--- config.mk ---
export PLATFORM = sky130hd
export DESIGN_NAME = adcsc_control
export DESIGN_NICKNAME = d
export VERILOG_FILES = /design/src/shared/adcsc_pkg.sv /design/src/design/adcsc_control.sv /design/src/design/adcsc_prescaler.sv /design/src/design/adcsc_result_mem.sv
export SDC_FILE = /design/constraint.sdc
export NUM_CORES = 1
export LEC_CHECK = 0
export ABC_AREA = 1
export BUFFER_PORTS_ARGS = -buffer_cell sky130_fd_sc_hd__buf_2
export CORE_AREA = 2 2 128 180
export DETAILED_ROUTE_END_ITERATION = 6
export DIE_AREA = 0 0 130 182
export PLACE_DENSITY_LB_ADDON = 0.15
export SYNTH_ARGS = -nofsm -noshare
export SYNTH_HDL_FRONTEND = slang
export SYNTH_SLANG_ARGS = --single-unit
--- constraint.sdc ---
create_clock -name clk -period 6.56 [get_ports clk]
set_clock_uncertainty 0.15 [all_clocks]
set_input_delay 0 -clock clk [delete_from_list [all_inputs] [get_ports clk]]
set_output_delay 0 -clock clk [all_outputs]
set_load 0.05 [all_outputs]
--- src/shared/adcsc_pkg.sv ---
// Purpose: Constants and types of the converter clock and sequence control block.
// Assumes: APB byte addresses, one 32-bit word per register.
// Notes:   Tick counts are in converter clock periods.
`default_nettype none
package adcsc_pkg;
    // Register byte offsets.
    localparam logic [7:0] OFS_CTRL_THREE  = 8'h00;
    localparam logic [7:0] OFS_CLOCK_RES   = 8'h04;
    localparam logic [7:0] OFS_SEQ_CTRL    = 8'h08;
    localparam logic [7:0] OFS_STATUS      = 8'h0C;
    localparam logic [7:0] OFS_IRQ_STATUS  = 8'h10;
    localparam logic [7:0] OFS_IRQ_MASK    = 8'h14;
    localparam logic [2:0] RESULT_PAGE     = 3'h1;
    // Field positions.
    localparam int CT3_LENGTH_ONE = 3;
    localparam int CT3_FIFO       = 2;
    localparam int CR_RESOLUTION  = 7;
    localparam int CR_SMP_LSB     = 5;
    localparam int SQ_LENGTH_EIGHT = 6;
    localparam int SQ_SCAN        = 5;
    localparam int SQ_MULTI       = 4;
    localparam int SQ_SPECIAL     = 3;
    localparam int ST_SCF         = 15;
    localparam int ST_BUSY        = 14;
    localparam int ST_PTR_LSB     = 8;
    localparam int IRQ_SEQ        = 0;
    localparam int IRQ_CONV       = 1;
    // Writable bit masks and reset values.
    localparam logic [7:0] CTRL_THREE_MASK  = 8'h0C;
    localparam logic [7:0] SEQ_CTRL_MASK    = 8'h7F;
    localparam logic [7:0] CTRL_THREE_RESET = 8'h00;
    localparam logic [7:0] CLOCK_RES_RESET  = 8'h01;
    localparam logic [7:0] SEQ_CTRL_RESET   = 8'h00;
    // Phase lengths in converter clock ticks.
    localparam logic [4:0] BUF_SAMPLE_TICKS = 5'h02;
    localparam logic [4:0] TRANSFER_TICKS   = 5'h02;
    localparam logic [4:0] FINAL_BASE_TICKS = 5'h02;
    // Successive approximation bit range.
    localparam logic [3:0] BIT_MSB      = 4'h9;
    localparam logic [3:0] BIT_LOW_TEN  = 4'h0;
    localparam logic [3:0] BIT_LOW_EIGHT = 4'h2;
    localparam logic [9:0] DAC_FIRST    = 10'h200;
    // Last conversion index of a sequence.
    localparam logic [2:0] LAST_OF_ONE   = 3'h0;
    localparam logic [2:0] LAST_OF_FOUR  = 3'h3;
    localparam logic [2:0] LAST_OF_EIGHT = 3'h7;

    typedef enum logic [4:0] {
        ST_IDLE  = 5'b00001,
        ST_BUF   = 5'b00010,
        ST_XFER  = 5'b00100,
        ST_FINAL = 5'b01000,
        ST_CONV  = 5'b10000
    } adcsc_state_e;
endpackage
`default_nettype wire

--- src/design/adcsc_control.sv ---
// Purpose: Converter clock, sample phases and conversion sequence control.
// Assumes: APB slave with one wait state; analog front end answers compare at once.
// Notes:   Result justification, freeze and wait behaviour are not present.
//
// Notes on behaviour
// Writing the clock/resolution register aborts any sequence and starts a new one.
// Writing the sequence register restarts and clears sequence and conversion flags.
// Resolution bit zero gives 8-bit conversion, one gives 10-bit.
// An 8-bit conversion takes fewer converter clocks than a 10-bit one.
// Final sample lasts 2, 4, 8 or 16 converter clocks per its field.
// Final sample connects the input directly, after buffered sample and transfer.
// Bus clock divided by a modulus counter of prescale value plus one.
// Prescaler output divided by two more to form the converter clock.
// Prescale field resets to one, giving a quarter of the bus clock.
// Software keeps the converter clock between 500 kHz and 2 MHz.
// Sequence length is four, one with short bit, eight with long bit.
// Long bit at sequence register bit 6, short bit at third register bit 3.
// Outside FIFO mode result n goes to result register n.
// FIFO mode writes consecutive registers across sequences, wrapping after the last.
// Scan clear stops after a sequence; scan set starts the next at once.
// Single channel repeats the code; multi channel increments it each conversion.
// Incremented channel code wraps from seven to zero.
// Result pointer clears at reset and at start and end of non-FIFO sequences.
// A restart reloads the prescale and phase counters from zero.
//
// The implementer's own choices: the placing of the registers and the APB slave port.
`timescale 1ns/1ps
`default_nettype none
module adcsc_control (
    // Clock and reset
    input  wire logic        clk,
    input  wire logic        reset,
    // APB slave
    input  wire logic        psel,
    input  wire logic        penable,
    input  wire logic        pwrite,
    input  wire logic [7:0]  paddr,
    input  wire logic [31:0] pwdata,
    output var  logic [31:0] prdata,
    output var  logic        pready,
    output var  logic        pslverr,
    // Interrupt
    output var  logic        irq,
    // Analog front end
    input  wire logic        afe_compare_above,
    output var  logic [2:0]  afe_channel,
    output var  logic        afe_special,
    output var  logic        afe_buffered_sample,
    output var  logic        afe_transfer,
    output var  logic        afe_direct_sample,
    output var  logic [9:0]  afe_dac_code
);
    adcsc_pkg::adcsc_state_e st_reg, st_next;
    logic [7:0] ctrl_three_reg, clock_res_reg, seq_ctrl_reg;
    logic [1:0] irq_status_reg, irq_mask_reg;
    logic [7:0] ccf_reg;
    logic       scf_reg;
    logic [4:0] phase_cnt_reg;
    logic [3:0] bit_idx_reg;
    logic [2:0] conv_cnt_reg, ptr_reg;
    logic [9:0] mem_rdata;
    logic       tick;

    // Bus decode.
    wire access_first = psel & penable & ~pready;
    wire wr_fire      = psel & penable & pready & pwrite;
    wire sel_c3  = (paddr == adcsc_pkg::OFS_CTRL_THREE);
    wire sel_cr  = (paddr == adcsc_pkg::OFS_CLOCK_RES);
    wire sel_sq  = (paddr == adcsc_pkg::OFS_SEQ_CTRL);
    wire sel_st  = (paddr == adcsc_pkg::OFS_STATUS);
    wire sel_is  = (paddr == adcsc_pkg::OFS_IRQ_STATUS);
    wire sel_im  = (paddr == adcsc_pkg::OFS_IRQ_MASK);
    wire sel_res = (paddr[7:5] == adcsc_pkg::RESULT_PAGE) && (paddr[1:0] == 2'h0);
    wire mapped  = sel_c3 | sel_cr | sel_sq | sel_st | sel_is | sel_im | sel_res;
    wire wr_clock_res = wr_fire & sel_cr;
    wire wr_seq       = wr_fire & sel_sq;
    wire restart      = wr_clock_res | wr_seq; // see R1

    // Configuration fields.
    wire       fifo_mode  = ctrl_three_reg[adcsc_pkg::CT3_FIFO];
    wire       len_one    = ctrl_three_reg[adcsc_pkg::CT3_LENGTH_ONE];
    wire       len_eight  = seq_ctrl_reg[adcsc_pkg::SQ_LENGTH_EIGHT];
    wire       scan_mode  = seq_ctrl_reg[adcsc_pkg::SQ_SCAN];
    wire       multi_sel  = seq_ctrl_reg[adcsc_pkg::SQ_MULTI];
    wire       res_ten    = clock_res_reg[adcsc_pkg::CR_RESOLUTION];
    wire [1:0] smp_sel    = clock_res_reg[adcsc_pkg::CR_SMP_LSB +: 2];
    wire [4:0] prescale   = clock_res_reg[4:0];
    wire [7:0] seq_next   = wr_seq ? (pwdata[7:0] & adcsc_pkg::SEQ_CTRL_MASK) : seq_ctrl_reg;
    wire [2:0] seq_last   = len_eight ? adcsc_pkg::LAST_OF_EIGHT :
                            len_one   ? adcsc_pkg::LAST_OF_ONE : adcsc_pkg::LAST_OF_FOUR;
    wire [3:0] bit_low    = res_ten ? adcsc_pkg::BIT_LOW_TEN : adcsc_pkg::BIT_LOW_EIGHT; // see R3
    wire [4:0] final_last = (adcsc_pkg::FINAL_BASE_TICKS << smp_sel) - 5'h01;
    wire [4:0] phase_last = (st_reg == adcsc_pkg::ST_BUF)  ? adcsc_pkg::BUF_SAMPLE_TICKS - 5'h01 :
                            (st_reg == adcsc_pkg::ST_XFER) ? adcsc_pkg::TRANSFER_TICKS - 5'h01 :
                            final_last;

    // Sequencing events; a restart in the same cycle aborts them.
    wire in_phase   = (st_reg == adcsc_pkg::ST_BUF) | (st_reg == adcsc_pkg::ST_XFER) |
                      (st_reg == adcsc_pkg::ST_FINAL);
    wire phase_done = tick & in_phase & (phase_cnt_reg == phase_last);
    wire conv_done  = tick & (st_reg == adcsc_pkg::ST_CONV) & (bit_idx_reg == bit_low) & ~restart;
    wire seq_done   = conv_done & (conv_cnt_reg == seq_last);

    // Successive approximation step.
    wire [9:0] bit_mask    = 10'h001 << bit_idx_reg;
    wire [9:0] dac_decided = afe_compare_above ? afe_dac_code : (afe_dac_code & ~bit_mask);
    wire [9:0] dac_step    = (bit_idx_reg == bit_low) ? dac_decided
                                                      : (dac_decided | (bit_mask >> 1));

    // Read data and interrupt status.
    wire [1:0]  irq_set = {conv_done, seq_done};
    wire [1:0]  irq_clr = (wr_fire & sel_is) ? pwdata[1:0] : 2'h0;
    wire [15:0] status_word = {scf_reg, (st_reg != adcsc_pkg::ST_IDLE), 3'h0, ptr_reg, ccf_reg};
    wire [31:0] rd_mux = sel_c3  ? {24'h000000, ctrl_three_reg} :
                         sel_cr  ? {24'h000000, clock_res_reg} :
                         sel_sq  ? {24'h000000, seq_ctrl_reg} :
                         sel_st  ? {16'h0000, status_word} :
                         sel_is  ? {30'h00000000, irq_status_reg} :
                         sel_im  ? {30'h00000000, irq_mask_reg} :
                         sel_res ? {22'h000000, mem_rdata} : 32'h00000000;

    adcsc_prescaler u_prescaler (
        .clk      (clk),
        .reset    (reset),
        .restart  (restart),
        .prescale (prescale), // see R7
        .tick     (tick)
    );

    adcsc_result_mem u_result_mem (
        .clk   (clk),
        .we    (conv_done),
        .waddr (ptr_reg), // see R13
        .wdata (dac_decided),
        .raddr (paddr[4:2]),
        .rdata (mem_rdata)
    );

    always_comb
    begin
        st_next = st_reg;
        if (restart)
        begin
            st_next = adcsc_pkg::ST_BUF; // see R1
        end
        else
        begin
            unique case (st_reg)
                adcsc_pkg::ST_IDLE:  st_next = adcsc_pkg::ST_IDLE;
                adcsc_pkg::ST_BUF:   st_next = phase_done ? adcsc_pkg::ST_XFER : st_reg;
                adcsc_pkg::ST_XFER:  st_next = phase_done ? adcsc_pkg::ST_FINAL : st_reg;
                adcsc_pkg::ST_FINAL: st_next = phase_done ? adcsc_pkg::ST_CONV : st_reg;
                adcsc_pkg::ST_CONV:
                begin
                    if (seq_done && !scan_mode)
                    begin
                        st_next = adcsc_pkg::ST_IDLE;
                    end
                    else if (conv_done)
                    begin
                        st_next = adcsc_pkg::ST_BUF;
                    end
                end
                default: st_next = adcsc_pkg::ST_IDLE;
            endcase
        end
    end

    // APB answer: one wait state, data and error on the pready cycle.
    always_ff @(posedge clk)
    begin
        if (reset)
        begin
            pready  <= 1'b0;
            prdata  <= 32'h00000000;
            pslverr <= 1'b0;
        end
        else
        begin
            pready  <= access_first;
            prdata  <= (access_first & ~pwrite) ? rd_mux : 32'h00000000;
            pslverr <= access_first & ~mapped;
        end
    end

    // Software registers.
    always_ff @(posedge clk)
    begin
        if (reset)
        begin
            ctrl_three_reg <= adcsc_pkg::CTRL_THREE_RESET;
            clock_res_reg  <= adcsc_pkg::CLOCK_RES_RESET;
            seq_ctrl_reg   <= adcsc_pkg::SEQ_CTRL_RESET;
            irq_mask_reg   <= 2'h0;
            irq_status_reg <= 2'h0;
            irq            <= 1'b0;
        end
        else
        begin
            if (wr_fire && sel_c3)
            begin
                ctrl_three_reg <= pwdata[7:0] & adcsc_pkg::CTRL_THREE_MASK;
            end
            if (wr_clock_res)
            begin
                clock_res_reg <= pwdata[7:0];
            end
            if (wr_fire && sel_im)
            begin
                irq_mask_reg <= pwdata[1:0];
            end
            seq_ctrl_reg   <= seq_next;
            irq_status_reg <= (irq_status_reg & ~irq_clr) | irq_set;
            irq            <= |(irq_status_reg & irq_mask_reg);
        end
    end

    // Sequencer state and counters.
    always_ff @(posedge clk)
    begin
        if (reset)
        begin
            st_reg        <= adcsc_pkg::ST_IDLE;
            phase_cnt_reg <= 5'h00;
            bit_idx_reg   <= adcsc_pkg::BIT_MSB;
            afe_dac_code  <= 10'h000;
            conv_cnt_reg  <= 3'h0;
            ptr_reg       <= 3'h0;
            afe_channel   <= 3'h0;
            scf_reg       <= 1'b0;
            ccf_reg       <= 8'h00;
        end
        else
        begin
            st_reg <= st_next;
            if (restart || phase_done)
            begin
                phase_cnt_reg <= 5'h00;
            end
            else if (tick && in_phase)
            begin
                phase_cnt_reg <= phase_cnt_reg + 5'h01;
            end
            if (st_next == adcsc_pkg::ST_CONV && st_reg != adcsc_pkg::ST_CONV)
            begin
                bit_idx_reg  <= adcsc_pkg::BIT_MSB;
                afe_dac_code <= adcsc_pkg::DAC_FIRST;
            end
            else if (tick && st_reg == adcsc_pkg::ST_CONV && !restart)
            begin
                bit_idx_reg  <= bit_idx_reg - 4'h1;
                afe_dac_code <= dac_step;
            end
            if (restart || seq_done)
            begin
                conv_cnt_reg <= 3'h0;
            end
            else if (conv_done)
            begin
                conv_cnt_reg <= conv_cnt_reg + 3'h1;
            end
            if ((restart || seq_done) && !fifo_mode)
            begin
                ptr_reg <= 3'h0;
            end
            else if (conv_done)
            begin
                ptr_reg <= ptr_reg + 3'h1;
            end
            if (restart || (seq_done && scan_mode))
            begin
                afe_channel <= seq_next[2:0];
            end
            else if (conv_done && multi_sel)
            begin
                afe_channel <= afe_channel + 3'h1; // see R16
            end
            scf_reg <= restart ? 1'b0 : (scf_reg | seq_done); // see R2
            ccf_reg <= restart ? 8'h00 : (ccf_reg | ({7'h00, conv_done} << ptr_reg));
        end
    end

    // Analog phase strobes follow the next state.
    always_ff @(posedge clk)
    begin
        if (reset)
        begin
            afe_buffered_sample <= 1'b0;
            afe_transfer        <= 1'b0;
            afe_direct_sample   <= 1'b0;
            afe_special         <= 1'b0;
        end
        else
        begin
            afe_buffered_sample <= (st_next == adcsc_pkg::ST_BUF);
            afe_transfer        <= (st_next == adcsc_pkg::ST_XFER);
            afe_direct_sample   <= (st_next == adcsc_pkg::ST_FINAL);
            afe_special         <= seq_next[adcsc_pkg::SQ_SPECIAL];
        end
    end

    // Cycles since the last converter tick, for checking only.
    logic [6:0] gap_cnt_reg;
    logic       gap_valid_reg;
    always_ff @(posedge clk)
    begin
        if (reset || restart)
        begin
            gap_cnt_reg   <= 7'h00;
            gap_valid_reg <= 1'b0;
        end
        else
        begin
            gap_cnt_reg   <= tick ? 7'h00 : gap_cnt_reg + 7'h01;
            gap_valid_reg <= gap_valid_reg | tick;
        end
    end
endmodule
`default_nettype wire

--- src/design/adcsc_prescaler.sv ---
// Purpose: Modulus prescaler followed by a divide-by-two stage.
// Assumes: prescale changes only together with restart.
// Notes:   tick pulses once every 2*(prescale+1) bus cycles.
`timescale 1ns/1ps
`default_nettype none
module adcsc_prescaler (
    // Clock and reset
    input  wire logic       clk,
    input  wire logic       reset,
    // Control
    input  wire logic       restart,
    input  wire logic [4:0] prescale,
    // Converter clock tick
    output var  logic       tick
);
    logic [4:0] count_reg;
    logic       half_reg;
    wire        wrap = (count_reg == prescale);

    always_ff @(posedge clk)
    begin
        if (reset || restart)
        begin
            count_reg <= 5'h00;
            half_reg  <= 1'b0;
            tick      <= 1'b0;
        end
        else
        begin
            count_reg <= wrap ? 5'h00 : count_reg + 5'h01;
            half_reg  <= wrap ? ~half_reg : half_reg;
            tick      <= wrap & half_reg;
        end
    end
endmodule
`default_nettype wire

--- src/design/adcsc_result_mem.sv ---
// Purpose: Eight result words with one write port and a registered read port.
// Assumes: Read address is presented one cycle before the data is used.
// Notes:   Contents are undefined until first written.
`timescale 1ns/1ps
`default_nettype none
module adcsc_result_mem (
    // Clock
    input  wire logic       clk,
    // Write port
    input  wire logic       we,
    input  wire logic [2:0] waddr,
    input  wire logic [9:0] wdata,
    // Read port
    input  wire logic [2:0] raddr,
    output var  logic [9:0] rdata
);
    logic [9:0] mem [0:7];

    always_ff @(posedge clk)
    begin
        if (we)
        begin
            mem[waddr] <= wdata;
        end
        rdata <= mem[raddr];
    end
endmodule
`default_nettype wire

# Word level (Yosys, flattened, before mapping)

Memory sizes are Yosys's and may differ from the RTL's. A register that Yosys moved wholly into a read port is not among the register bits.
Cells that the tools add are included.

Bits in registers: 109
Memory bits (writable): 80
Input port bits: 46
Word-level logic and storage cells: 163
Memories: 1

Memory list:

| memory           | depth | bits a word | rd ports | clocked after memory_dff | write ports | RTL line               | source |
|---|---|---|---|---|---|---|---|
| u_result_mem.mem | 8     | 10          | 1        | 1                        | 1           | adcsc_result_mem.sv:17 | `logic [9:0] mem [0:7];` |

$add $sub $neg: 7
Equality and inequality tests: 20
Shift operators: 3
Mux-type cells: 29
Bitwise operators: 40
Reductions and logical operators: 33

Operator list:

| operator                                         | count |
|---|---|
| two-way mux 10 bit                               | 7 |
| two-way mux 5 bit                                | 8 |
| case mux 5 bit (4 select lines)                  | 1 |
| AND 1 bit                                        | 16 |
| == test 8 x 4 -> 1 bit, second input constant    | 2 |
| == test 8 x 5 -> 1 bit, second input constant    | 2 |
| two-way mux 16 bit                               | 1 |
| two-way mux 8 bit                                | 2 |
| OR reduction 2 bit                               | 8 |
| logical AND 1 bit                                | 11 |
| adder 5 x 1 -> 5 bit, second input constant      | 2 |
| AND 10 bit                                       | 1 |
| == test 5 x 2 -> 1 bit, second input constant    | 2 |
| == test 5 x 3 -> 1 bit, second input constant    | 2 |
| == test 5 x 4 -> 1 bit, second input constant    | 2 |
| == test 5 bit                                    | 2 |
| == test 5 bit, second input constant             | 2 |
| inverter 10 bit                                  | 1 |
| OR 1 bit                                         | 10 |
| OR 10 x 9 -> 10 bit                              | 1 |
| left shift 1 x 4 -> 10 bit, first input constant | 1 |
| adder 3 x 1 -> 3 bit, second input constant      | 3 |
| two-way mux 3 bit                                | 3 |
| == test 8 x 3 -> 1 bit, second input constant    | 1 |
| 25 further kinds                                 | 41 |

# Logic depth before layout (Yosys ltp)

Gate-level depths: netlist of the first run.

Depth after elaboration: 15
Depth in mapped cells: 14
Mapped depth without buffers: 14

# Modules after synthesis

Synthesis of the first run repeated with hierarchy kept, for this count alone.

Cell total of the unflattened synthesis: 1008
Area, all modules: 8476.9 um2

Modules (own cells, without submodules):

| module           | times used | cells each | area an instance (um2) | seq. area each (um2) |
|---|---|---|---|---|
| adcsc_control    | 1          | 580        | 4296.6                 | 1641.6 |
| adcsc_result_mem | 1          | 374        | 3813.7                 | 2602.5 |
| adcsc_prescaler  | 1          | 54         | 366.6                  | 140.1 |

# Worst setup path after synthesis of the first run

OpenSTA, ideal clock, no wires.

Path type: reg-to-reg
Start point: reg st_reg[3]
End point: mem u_result_mem.mem[5][0] (enable)
Data arrival time: 1.680 ns
Required time: 6.032 ns
Setup slack: 4.353 ns
Cell stages (with the launch flop): 10
Buffers on the path: 0
Period minus slack after synthesis: 2.207 ns
Cells stage by stage: dfxtp_1 -> nor2_2 -> nand3_2 -> inv_2 -> nand2_1 -> inv_2 -> nand3_4 -> inv_2 -> nand3_1 -> nor2_1

Longest elaborated chain between the ends: 6

RTL lines:

| item                                    | RTL line               | source |
|---|---|---|
| from (decl)                             | adcsc_control.sv:53    | `adcsc_pkg::adcsc_state_e st_reg, st_next;` |
| from (signal assigned)                  | adcsc_control.sv:223   | `st_reg <= adcsc_pkg::ST_IDLE;` |
| from (signal assigned)                  | adcsc_control.sv:235   | `st_reg <= st_next;` |
| == test 5 bit                           | adcsc_control.sv:101   | `wire conv_done = tick & (st_reg == adcsc_pkg::ST_CONV) & (bit_idx_reg == bit_low) & ~restart;` |
| AND 1 bit (3 in a row)                  | adcsc_control.sv:101   |  |
| two-way mux 1 bit                       | adcsc_result_mem.sv:21 | `if (we)` |
| two-way mux 1 bit (not written as such) | adcsc_result_mem.sv:23 | `mem[waddr] <= wdata;` |
| to (decl)                               | adcsc_result_mem.sv:17 |  |

No other way between the ends.

# Worst setup path in the final report of the first run

Start point: in paddr[0]
End point: reg irq_mask_reg[0]

Longest elaborated chain between the ends: 2

RTL lines:

| item                   | RTL line             | source |
|---|---|---|
| from (decl)            | adcsc_control.sv:37  | `input wire logic [7:0] paddr,` |
| == test 8 x 5 -> 1 bit | adcsc_control.sv:72  | `wire sel_im = (paddr == adcsc_pkg::OFS_IRQ_MASK);` |
| logical AND 1 bit      | adcsc_control.sv:208 | `if (wr_fire && sel_im)` |
| to (signal assigned)   | adcsc_control.sv:210 | `irq_mask_reg <= pwdata[1:0];` |
| to (decl)              | adcsc_control.sv:55  | `logic [1:0] irq_status_reg, irq_mask_reg;` |

No other way between the ends.
A chain may end at the register's enable or synchronous reset.

==> results of run 1 <==
## cells in the final DEF, fill, tap and decap left out, types with 8 or more instances in the layout
master,n
nand2_1,144
dfxtp_1,99
inv_1,80
edfxtp_1,80
nor2_1,66
buf_2,54
o21ai_0,43
nand3_1,36
a21oi_1,33
dlygate4sd3_1,26
a22oi_1,20
conb_1,19
nor2_2,17
clkbuf_16,17
nand4_1,13
a31oi_1,12
xor2_1,10
ha_1,10
o21a_1,9
buf_4,9
nor3_1,8
inv_2,8
xnor2_1,8
## metal layers
layer  wire length, um  global-route usage (%)
met3               538                    3.01
met1              7750                    19.3
met4               449                    6.11
met2             10500                    30.9
met5                 0                       0
## cell type report
| class | count | area (um2) |
|---|---|---|
| flip-flops and latches | 179 | 4380 |
| clock inverters | 13 | 100 |
| multi-input cells | 508 | 2730 |
| repair buffers | 89 | 598 |
| fillers | 2239 | 13200 |
| well taps | 301 | 377 |
| clock buffers | 19 | 433 |
| inverters | 92 | 348 |
## worst max-delay path by stage
stage | cells past startpoint | start | to | slack, ns
2_1_floorplan | 9 | st_reg[3]$_SDFF_PP0_ | u_result_mem.mem[5][0]$_DFFE_PP_ | 4.35
3_3_place_gp | 12 | paddr[4] | u_result_mem.mem[2][1]$_DFFE_PP_ | 3.84
3_5_place_dp | 12 | paddr[4] | u_result_mem.mem[2][1]$_DFFE_PP_ | 3.84
4_1_cts | 10 | paddr[0] | irq_mask_reg[0]$_SDFFE_PP0P_ | 3.55
5_1_grt | 10 | paddr[0] | irq_mask_reg[1]$_SDFFE_PP0P_ | 3.30
6_report | 10 | paddr[0] | irq_mask_reg[0]$_SDFFE_PP0P_ | 3.46
## repair_timing
| action | 4_1_cts | 5_1_grt |
|---|---|---|
| hold buffers | 26 | 0 |
| setup endpoints to repair | 0 | 0 |
| hold endpoints to repair | 53 | 0 |
| gates resized for setup | 0 | 0 |
## synth_stat cells (2+ instances only)
| library cell | count |
|---|---|
| nor3b_1 | 3 |
| nand3_4 | 2 |
| o211ai_1 | 2 |
| xor2_1 | 10 |
| buf_2 | 4 |
| o21ai_1 | 6 |
| nor2_1 | 66 |
| nor2_2 | 17 |
| nand2_2 | 7 |
| a22oi_1 | 20 |
| nor2_4 | 3 |
| buf_4 | 19 |
| inv_2 | 8 |
| a31oi_1 | 12 |
| a211oi_1 | 7 |
| clkbuf_1 | 13 |
| inv_1 | 80 |
| nand3b_1 | 2 |
| xnor2_1 | 8 |
| edfxtp_1 | 80 |
| a21oi_1 | 33 |
| nor3_1 | 8 |
| nand4_1 | 13 |
| clkinv_1 | 3 |
| ha_1 | 10 |
| nand2_4 | 4 |
| nor4_1 | 3 |
| a21boi_0 | 2 |
| or2_2 | 2 |
| nand2_1 | 144 |
| a41oi_1 | 5 |
| nand3_1 | 36 |
| o21ai_0 | 43 |
| nand3_2 | 6 |
| o21a_1 | 9 |
| dfxtp_1 | 99 |
## worst min-delay path: stages
cell and delay (ns):
buf_2 0.10, nor2_2 0.16, nand3_1 0.13, nand3_1 0.10
nor4_1 0.05
## through the flow
step	power [mW]	utilization (%)	setup WS (ns)	cells	hold slack, ns
floorplan	1.28	-	4.35	817	-0.00159
global placement	1.30	36.8	3.84	1143	0.117
detailed placement	1.30	36.8	3.84	1143	0.124
CTS	2.25	40.4	3.55	1201	0.0000453
global route	2.30	40.4	3.30	1201	0.0235
finish	2.22	40.4	3.46	1201	0.00879
## power by group
part           internal, mW  total (mW)  switching, mW
Sequential             1.16        1.17        0.00633
Combinational        0.0321       0.109         0.0774
Clock                 0.489       0.940          0.450
## logic make-up (layout without fill, tap and decap cells)
kind of cell / after synthesis / count (layout) / synth area share [%]
AND/OR/NAND/NOR: 318 / 318 / 19.7
flip-flops: 179 / 179 / 57.4
AO/OA/AOI/OAI: 143 / 143 / 11.4
buffers and inverters: 130 / 213 / 7.73
XOR/XNOR: 18 / 18 / 2.06
adder cells (fa/ha/maj): 10 / 10 / 1.64
other: 1 / 19 / 0.0491
==> results.sh, run 1 <==
export IMPL_max_vdd_ir_drop_mv=0.180
export IMPL_tightest_slew_ns=0.896
export IMPL_netlist_top_cells_area="edfxtp_1, dfxtp_1, nand2_1"
export IMPL_post_cts_buffers=0
export IMPL_postPlaceCellArea_mm2=0.00818
export IMPL_synth_seq_cells=179
export IMPL_min_period_over_period_pct=47.3
export IMPL_maxCapViolations=0
export IMPL_cts_made_buffers=17
export IMPL_grt_pass1_wl_um=29800
export IMPL_cp_end_kind="register"
export IMPL_drv_slew=0
export IMPL_path_delay_family="buffers and inverters"
export IMPL_drtIter0Drc=358
export IMPL_min_from="paddr[1]"
export IMPL_min_path_type="in -> reg"
export IMPL_worst_path_largest_cell_delay_ns=0.65
export IMPL_period_minus_slack_ns=3.10
export IMPL_vias=5638
export IMPL_tritoncts="yes"
export IMPL_crit_slowest_cell="dlygate4sd3_1"
export IMPL_ys_seq_area_share_pct=57.4
export IMPL_cp_num_buf_inv=5
export IMPL_synthToLayoutAreaGrowth_pct=17.4
export IMPL_die_width_um=130
export IMPL_path_common_cell="dlygate4sd3_1"
export IMPL_ys_types=46
export IMPL_synth_edf_count=80
export IMPL_fp_dieH_um=182
export IMPL_largest_register_ffs=80
export IMPL_cp_start_kind="primary input"
export IMPL_cts_clk_slew_worst_paths_ns=0.07
export IMPL_antenna_cells=0
export IMPL_hold_path_end="pslverr$_SDFF_PP0_"
export IMPL_fmaxAchievable_mhz=323
export IMPL_rsz0062_at_grt="false"
export IMPL_wirelength_um=19200
export IMPL_critical_path_class="in -> reg"
export IMPL_relSlewSlack_pct=39.7
export IMPL_antenna_left=0
export IMPL_r2r_end="irq_mask_reg[0]$_SDFFE_PP0P_"
export IMPL_required_ns=6.79
export IMPL_cts_root_buf="clkbuf_16"
export IMPL_min_path_cells=5
export IMPL_portBuffers=54
export IMPL_clk_latency_ns=0.44
export IMPL_hpwl_um=13300
export IMPL_arrival_ns=3.33
export IMPL_grt_total_usage_pct=16.9
export IMPL_synth_avg_cell_area_um2=9.56
export IMPL_final_cell_area_mm2=0.00897
export IMPL_synthFlopType="dfxtp_1"
export IMPL_grt_start_max_net_pins=23
export IMPL_die_area_mm2=0.0237
export IMPL_synth_warnings=0
export IMPL_wire_per_inst_um=16.0
export IMPL_cts_buffer_depth=2
export IMPL_synth_async_reset_ratio_pct=0
export IMPL_yosys_area_top_type="edfxtp_1"
export IMPL_drc=0
export IMPL_ios=98
export IMPL_setup_tns_ns=0
export IMPL_syn_area_mm2=0.00764
export IMPL_critPathMaxFanout=6
export IMPL_synth_cells=799
export IMPL_powerDensity_mw_per_mm2=247
export IMPL_cts_sinks=179
export IMPL_synth_top_area_share_pct=31.4
export IMPL_drtPass1Iterations=5
export IMPL_grt_pass1_vias=5412
export IMPL_coreArea_mm2=0.0222
export IMPL_place_gp_congestion=0.796
export IMPL_p_leak_nw=3.51
export IMPL_fin_nets=943
export IMPL_r2r_start="pready$_SDFF_PP0_"
export IMPL_setup_viol=0
export IMPL_h_tree_depth=4
export IMPL_regToRegSetupSlack_ns=3.53
export IMPL_grt_ovfl_total=0
export IMPL_top_regs="u_result_mem.mem: 80 flops, prdata: 13 flops"
export IMPL_initial_core_util_pct=34.4
export IMPL_regMostFlops="u_result_mem.mem"
export IMPL_reg2reg_depth=7
export IMPL_avgViaCountPerCell=4.69
export IMPL_status="finished clean"
export IMPL_row_count=65
export IMPL_final_hold_violation_count=0
export IMPL_antenna_found_initial=0
export IMPL_drive_gt1_share_pct=16.2
export IMPL_crit_chain="dlygate4sd3_1, buf_2, nor2_2, dlygate4sd3_1, nand2_2, nor2_1, nand3_1, dlygate4sd3_1, a21oi_1, dlygate4sd3_1"
(Power assumes the default switching activity.)
==> run 2, diff against run 1 <==
==> constraint.sdc (replaced) <==
create_clock -name clk -period 2.9 [get_ports clk]
set_clock_uncertainty 0.15 [all_clocks]
set_input_delay 0 -clock clk [delete_from_list [all_inputs] [get_ports clk]]
set_output_delay 0 -clock clk [all_outputs]
set_load 0.05 [all_outputs]
==> results.sh, run 2 (synthesis results as in run 1) <==
export IMPL_worst_path_largest_cell_delay_ns=0.59
export IMPL_netSwitchingPower_mw=1.23
export IMPL_pwr_share_clk_pct=43.7
export IMPL_cts_root_buf="clkbuf_16"
export IMPL_period_minus_slack_ns=2.63
export IMPL_avgViaCountPerCell=4.69
export IMPL_combPwrFrac_pct=4.9
export IMPL_final_cell_mix="nand2_1, dfxtp_1, inv_1, edfxtp_1, nor2_1"
export IMPL_antenna_found_initial=0
export IMPL_final_cell_area_mm2=0.00909
export IMPL_drtIter0Drc=334
export IMPL_p_sw_share_pct=23.9
export IMPL_maxCapViolations=0
export IMPL_dp_worst_setup_slack_ns=0.575
export IMPL_crit_chain="dlygate4sd3_1, buf_2, nor2_4, dlygate4sd3_1, nand3_2, inv_1, nand2_2, nand2_4, nand2_4, nand3_4, inv_2, nand3_1, nor2_1, buf_4"
export IMPL_fin_nets=955
export IMPL_fin_ws_ns=0.274
export IMPL_p_int_mw=3.92
export IMPL_final_hold_violation_count=0
export IMPL_max_vdd_ir_drop_mv=0.392
export IMPL_ctsResizeCount=0
export IMPL_cp_end_kind="register"
export IMPL_cts_hold_buffers=21
export IMPL_drc=0
export IMPL_grt_start_max_net_pins=23
export IMPL_coreArea_mm2=0.0222
export IMPL_relSlewSlack_pct=48.3
export IMPL_drv_slew=0
export IMPL_grt_total_usage_pct=16.9
export IMPL_synthToLayoutAreaGrowth_pct=18.9
export IMPL_p_leak_nw=3.62
export IMPL_min_path_type="in -> reg"
export IMPL_fin_hold_ws_ns=0.0176
export IMPL_required_ns=2.87
export IMPL_row_count=65
export IMPL_fin_cells=1213
export IMPL_vias=5686
export IMPL_fillers=2230
export IMPL_h_tree_depth=4
export IMPL_clk_latency_ns=0.44
export IMPL_cts_made_buffers=17
export IMPL_drtPass1Iterations=5
export IMPL_tritoncts="yes"
export IMPL_regToRegSetupSlack_ns=0.68
export IMPL_die_area_mm2=0.0237
export IMPL_critical_path_class="in -> reg"
export IMPL_hpwl_um=13600
export IMPL_critPathMaxFanout=11
export IMPL_postPlaceCellArea_mm2=0.00831
export IMPL_cts_clk_slew_worst_paths_ns=0.07
export IMPL_wirelength_um=19300
export IMPL_wire_per_inst_um=15.9
export IMPL_grt_ovfl_total=0
export IMPL_power_frac_seq_pct=51.4
export IMPL_min_period_over_period_pct=90.6
export IMPL_arrival_ns=2.60
export IMPL_crit_slowest_cell="dlygate4sd3_1"
export IMPL_fp_dieH_um=182
export IMPL_power_total_mw=5.15
export IMPL_portBuffers=54
export IMPL_top_regs="u_result_mem.mem: 80 flops, prdata: 13 flops"
export IMPL_grt_pass1_wl_um=30000
export IMPL_multiInputGateArea_mm2=0.00273
export IMPL_cts_sinks=179
export IMPL_post_cts_buffers=0
export IMPL_antenna_cells=0
export IMPL_antenna_left=0
export IMPL_powerDensity_mw_per_mm2=566
export IMPL_drive_gt1_share_pct=17.9
export IMPL_final_seq_area_mm2=0.00438
export IMPL_cts_buffer_depth=2
export IMPL_finalCoreUtilization_pct=40.9
export IMPL_layout_commonest_cell="nand2_1"
export IMPL_path_delay_family="buffers and inverters"
export IMPL_setup_tns_ns=0
export IMPL_die_width_um=130
export IMPL_initial_core_util_pct=34.4
export IMPL_grt_pass1_vias=5521
export IMPL_placed_cells=1160
export IMPL_ios=98
export IMPL_place_gp_congestion=0.804
export IMPL_rsz0062_at_grt="false"
export IMPL_cp_num_buf_inv=6
export IMPL_setup_viol=0
export IMPL_largest_register_ffs=80
export IMPL_status="finished clean"
export IMPL_tightest_slew_ns=0.775
export IMPL_regMostFlops="u_result_mem.mem"
export IMPL_cp_start_kind="primary input"
export IMPL_fmaxAchievable_mhz=381
[run 2: cell count changes in the layout (fill, tap and decap cells not counted)]
cell	previous run	this run
buf_4	9	26
bufinv_16	0	1
clkbuf_1	2	0
clkinv_1	3	5
clkinv_2	2	1
clkinv_4	1	2
clkinvlp_2	1	0
clkinvlp_4	4	0
dlygate4sd3_1	26	21
inv_6	4	7
inv_8	1	2
[run 2: routing by layer]
metal	part of all wire, %	track usage (%)
met2	53	30.0
met3	2.9	3.01
met1	41	19.5
met4	3.4	7.78
met5	0	0
[run 2: path summary, 6_finish.rpt]
kind | start | to | depth (start not counted)
worst max-delay path | paddr[6] | u_result_mem.mem[6][7]$_DFFE_PP_ | 14
worst min-delay path | paddr[1] | prdata[5]$_SDFF_PP0_ | 6
worst max register to register | st_reg[3]$_SDFF_PP0_ | u_result_mem.mem[6][7]$_DFFE_PP_ | 10
worst min register to register | scf_reg$_SDFF_PP0_ | prdata[15]$_SDFF_PP0_ | 2
[run 2: cell type report]
class	count	share of cell area, %
repair buffers	101	7.43
multi-input cells	508	30.1
clock buffers	17	4.68
clock inverters	15	1.58
well taps	301	4.14
flip-flops and latches	179	48.2
inverters	92	3.83
[run 2: power groups by stage]
stage | sequential (mW) | clock, mW | combinational (mW)
2_1_floorplan | 2.70 | 0 | 0.186
3_3_place_gp | 2.70 | 0 | 0.233
3_5_place_dp | 2.70 | 0 | 0.233
4_1_cts | 2.65 | 2.31 | 0.253
5_1_grt | 2.65 | 2.40 | 0.275
6_report | 2.65 | 2.25 | 0.250
[run 2: worst min-delay path: stages]
cell	delay (ns)
buf_2	0.08
nor2_2	0.06
nand2_2	0.13
nor2_8	0.08
nand2_1	0.06
a41oi_1	0.13
==> run 3, diff against run 2 <==
--- a/config.mk
+++ b/config.mk
@@ -7,9 +7,9 @@
 export LEC_CHECK = 0
 export ABC_AREA = 1
 export BUFFER_PORTS_ARGS = -buffer_cell sky130_fd_sc_hd__buf_2
-export CORE_AREA = 2 2 128 180
+export CORE_AREA = 2 2 101 141
 export DETAILED_ROUTE_END_ITERATION = 6
-export DIE_AREA = 0 0 130 182
+export DIE_AREA = 0 0 103 143
 export PLACE_DENSITY_LB_ADDON = 0.15
 export SYNTH_ARGS = -nofsm -noshare
 export SYNTH_HDL_FRONTEND = slang
==> results.sh, run 3 (synthesis results as in run 1) <==
export IMPL_status="finished clean"
export IMPL_regMostFlops="u_result_mem.mem"
export IMPL_path_depth=9
export IMPL_wire_per_inst_um=16.5
export IMPL_cts_buffer_depth=2
export IMPL_fin_nets=946
export IMPL_clk_latency_ns=0.43
export IMPL_crit_slowest_cell="nor2_1"
export IMPL_r2r_end="u_result_mem.mem[7][8]$_DFFE_PP_"
export IMPL_avgViaCountPerCell=5.36
export IMPL_final_cell_mix="nand2_1, dfxtp_1, inv_1, edfxtp_1, nor2_1"
export IMPL_min_path_type="in -> reg"
export IMPL_cts_hold_buffers=23
export IMPL_cts_sinks=179
export IMPL_regToRegSetupSlack_ns=0.20
export IMPL_wirelength_um=17900
export IMPL_cp_start_kind="register"
export IMPL_ios=98
export IMPL_final_hold_violation_count=0
export IMPL_largest_register_ffs=80
export IMPL_layout_commonest_cell="nand2_1"
export IMPL_power_total_mw=5.21
export IMPL_drtIter0Drc=390
export IMPL_synthToLayoutAreaGrowth_pct=16.6
export IMPL_critPathLaunch="st_reg[3]$_SDFF_PP0_"
export IMPL_drive_gt1_share_pct=16.9
export IMPL_die_area_mm2=0.0147
export IMPL_cts_root_buf="clkbuf_16"
export IMPL_post_cts_buffers=0
export IMPL_place_gp_congestion=0.968
export IMPL_arrival_ns=2.60
export IMPL_cp_end_kind="register"
export IMPL_antenna_found_initial=1
export IMPL_reg2reg_depth=9
export IMPL_antenna_cells=0
export IMPL_fmaxAchievable_mhz=370
export IMPL_placed_cells=1030
export IMPL_rsz0062_at_grt="false"
export IMPL_critical_path_class="reg -> reg"
export IMPL_antenna_left=0
export IMPL_setup_tns_ns=0
export IMPL_period_minus_slack_ns=2.70
export IMPL_path_delay_family="simple AND/OR/NAND/NOR gates"
export IMPL_drtPass1Iterations=5
export IMPL_tritoncts="yes"
export IMPL_worstSetupEndpoint="u_result_mem.mem[7][8]$_DFFE_PP_"
export IMPL_required_ns=2.79
export IMPL_crit_chain="nor2_2, nand3_2, inv_2, nand2_1, inv_2, nand3_4, inv_2, nand3_1, nor2_1"
export IMPL_drc=0
export IMPL_max_vdd_ir_drop_mv=0.449
export IMPL_top_regs="u_result_mem.mem: 80 flops, prdata: 13 flops"
export IMPL_cts_clk_slew_worst_paths_ns=0.07
export IMPL_fp_dieH_um=143
export IMPL_ctsResizeCount=0
export IMPL_maxCapViolations=0
export IMPL_relSlewSlack_pct=25.7
export IMPL_portBuffers=54
export IMPL_initial_core_util_pct=57.1
export IMPL_fillers=1114
export IMPL_min_period_over_period_pct=93.3
export IMPL_row_count=50
export IMPL_powerDensity_mw_per_mm2=585
export IMPL_cts_made_buffers=17
export IMPL_critPathMaxFanout=11
export IMPL_p_leak_nw=3.58
export IMPL_drv_slew=0
export IMPL_grt_pass1_wl_um=28100
export IMPL_r2r_start="st_reg[3]$_SDFF_PP0_"
export IMPL_min_path_cells=7
export IMPL_coreArea_mm2=0.0134
export IMPL_worst_path_largest_cell_delay_ns=0.85
export IMPL_setup_viol=0
export IMPL_hpwl_um=12600
export IMPL_vias=5814
export IMPL_path_common_cell="inv_2"
export IMPL_h_tree_depth=4
export IMPL_grt_pass1_vias=5680
export IMPL_fin_cells=1085
export IMPL_tightest_slew_ns=1.11
export IMPL_cp_num_buf_inv=3
export IMPL_grt_ovfl_total=0
export IMPL_die_width_um=103
export IMPL_grt_total_usage_pct=25.5
export IMPL_grt_start_max_net_pins=22
## run 3: changes by cell type in the layout (fill, tap and decap cells not counted)
cell / change
buf_4: -11
clkinv_4: +2
bufinv_16: +1
clkinv_1: -1
clkinvlp_4: +1
inv_6: -5
dlygate4sd3_1: +2
inv_8: +2
## run 3: how the worst min path moves through the flow
stage                   start                            end
floorplan           pwdata[3]  clock_res_reg[3]$_SDFFE_PP0P_
global route         paddr[7]           prdata[5]$_SDFF_PP0_
detailed placement  pwdata[3]   seq_ctrl_reg[3]$_SDFFE_PP0N_
global placement    pwdata[3]   seq_ctrl_reg[3]$_SDFFE_PP0N_
CTS                  paddr[1]   irq_status_reg[1]$_SDFF_PP0_
finish               paddr[1]   irq_status_reg[1]$_SDFF_PP0_
## run 3: stage by stage
stage                     hold WS (ns)  cell area [um2]  worst slack (ns)  util (%)
final                           0.0146             8910             0.195      66.5
after CTS                      0.00521             8910             0.177      66.5
after global routing            0.0387             8910            0.0114      66.5
after floorplan               -0.00159             7710             0.693         -
after global placement           0.129             8080             0.358      60.3
after detailed placement         0.127             8080             0.215      60.3
## run 3: layout make-up
| type | instances | area [um2] | share of cell area (%) |
|---|---|---|---|
| clock inverters | 15 | 174 | 1.95 |
| repair buffers | 92 | 613 | 6.88 |
| well taps | 182 | 228 | 2.56 |
| clock buffers | 17 | 425 | 4.78 |
| multi-input cells | 508 | 2730 | 30.7 |
| inverters | 92 | 348 | 3.91 |
| flip-flops and latches | 179 | 4380 | 49.2 |
## run 3: routing by layer
layer / up-vias / track usage [%] / routed length, um
met5: - / 0 / 13
met4: 2 / 13.6 / 698
met3: 47 / 4.60 / 746
met2: 175 / 45.5 / 9520
met1: 2746 / 28.2 / 6940
li1: 2844 / - / -
## run 3: where the power goes
group / internal (mW) / total (mW) / switching (mW)
combinational: 0.0753 / 0.252 / 0.177
sequential: 2.63 / 2.65 / 0.0149
clock: 1.30 / 2.31 / 1.01
## run 3: worst register-to-register path, stage by stage (launching register included)
cell     delay, ns
dfxtp_1       0.35
nor2_2        0.21
nand3_2       0.14
inv_2         0.10
nand2_1       0.10
inv_2         0.13
nand3_4       0.08
inv_2         0.11
nand3_1       0.10
nor2_1        0.85
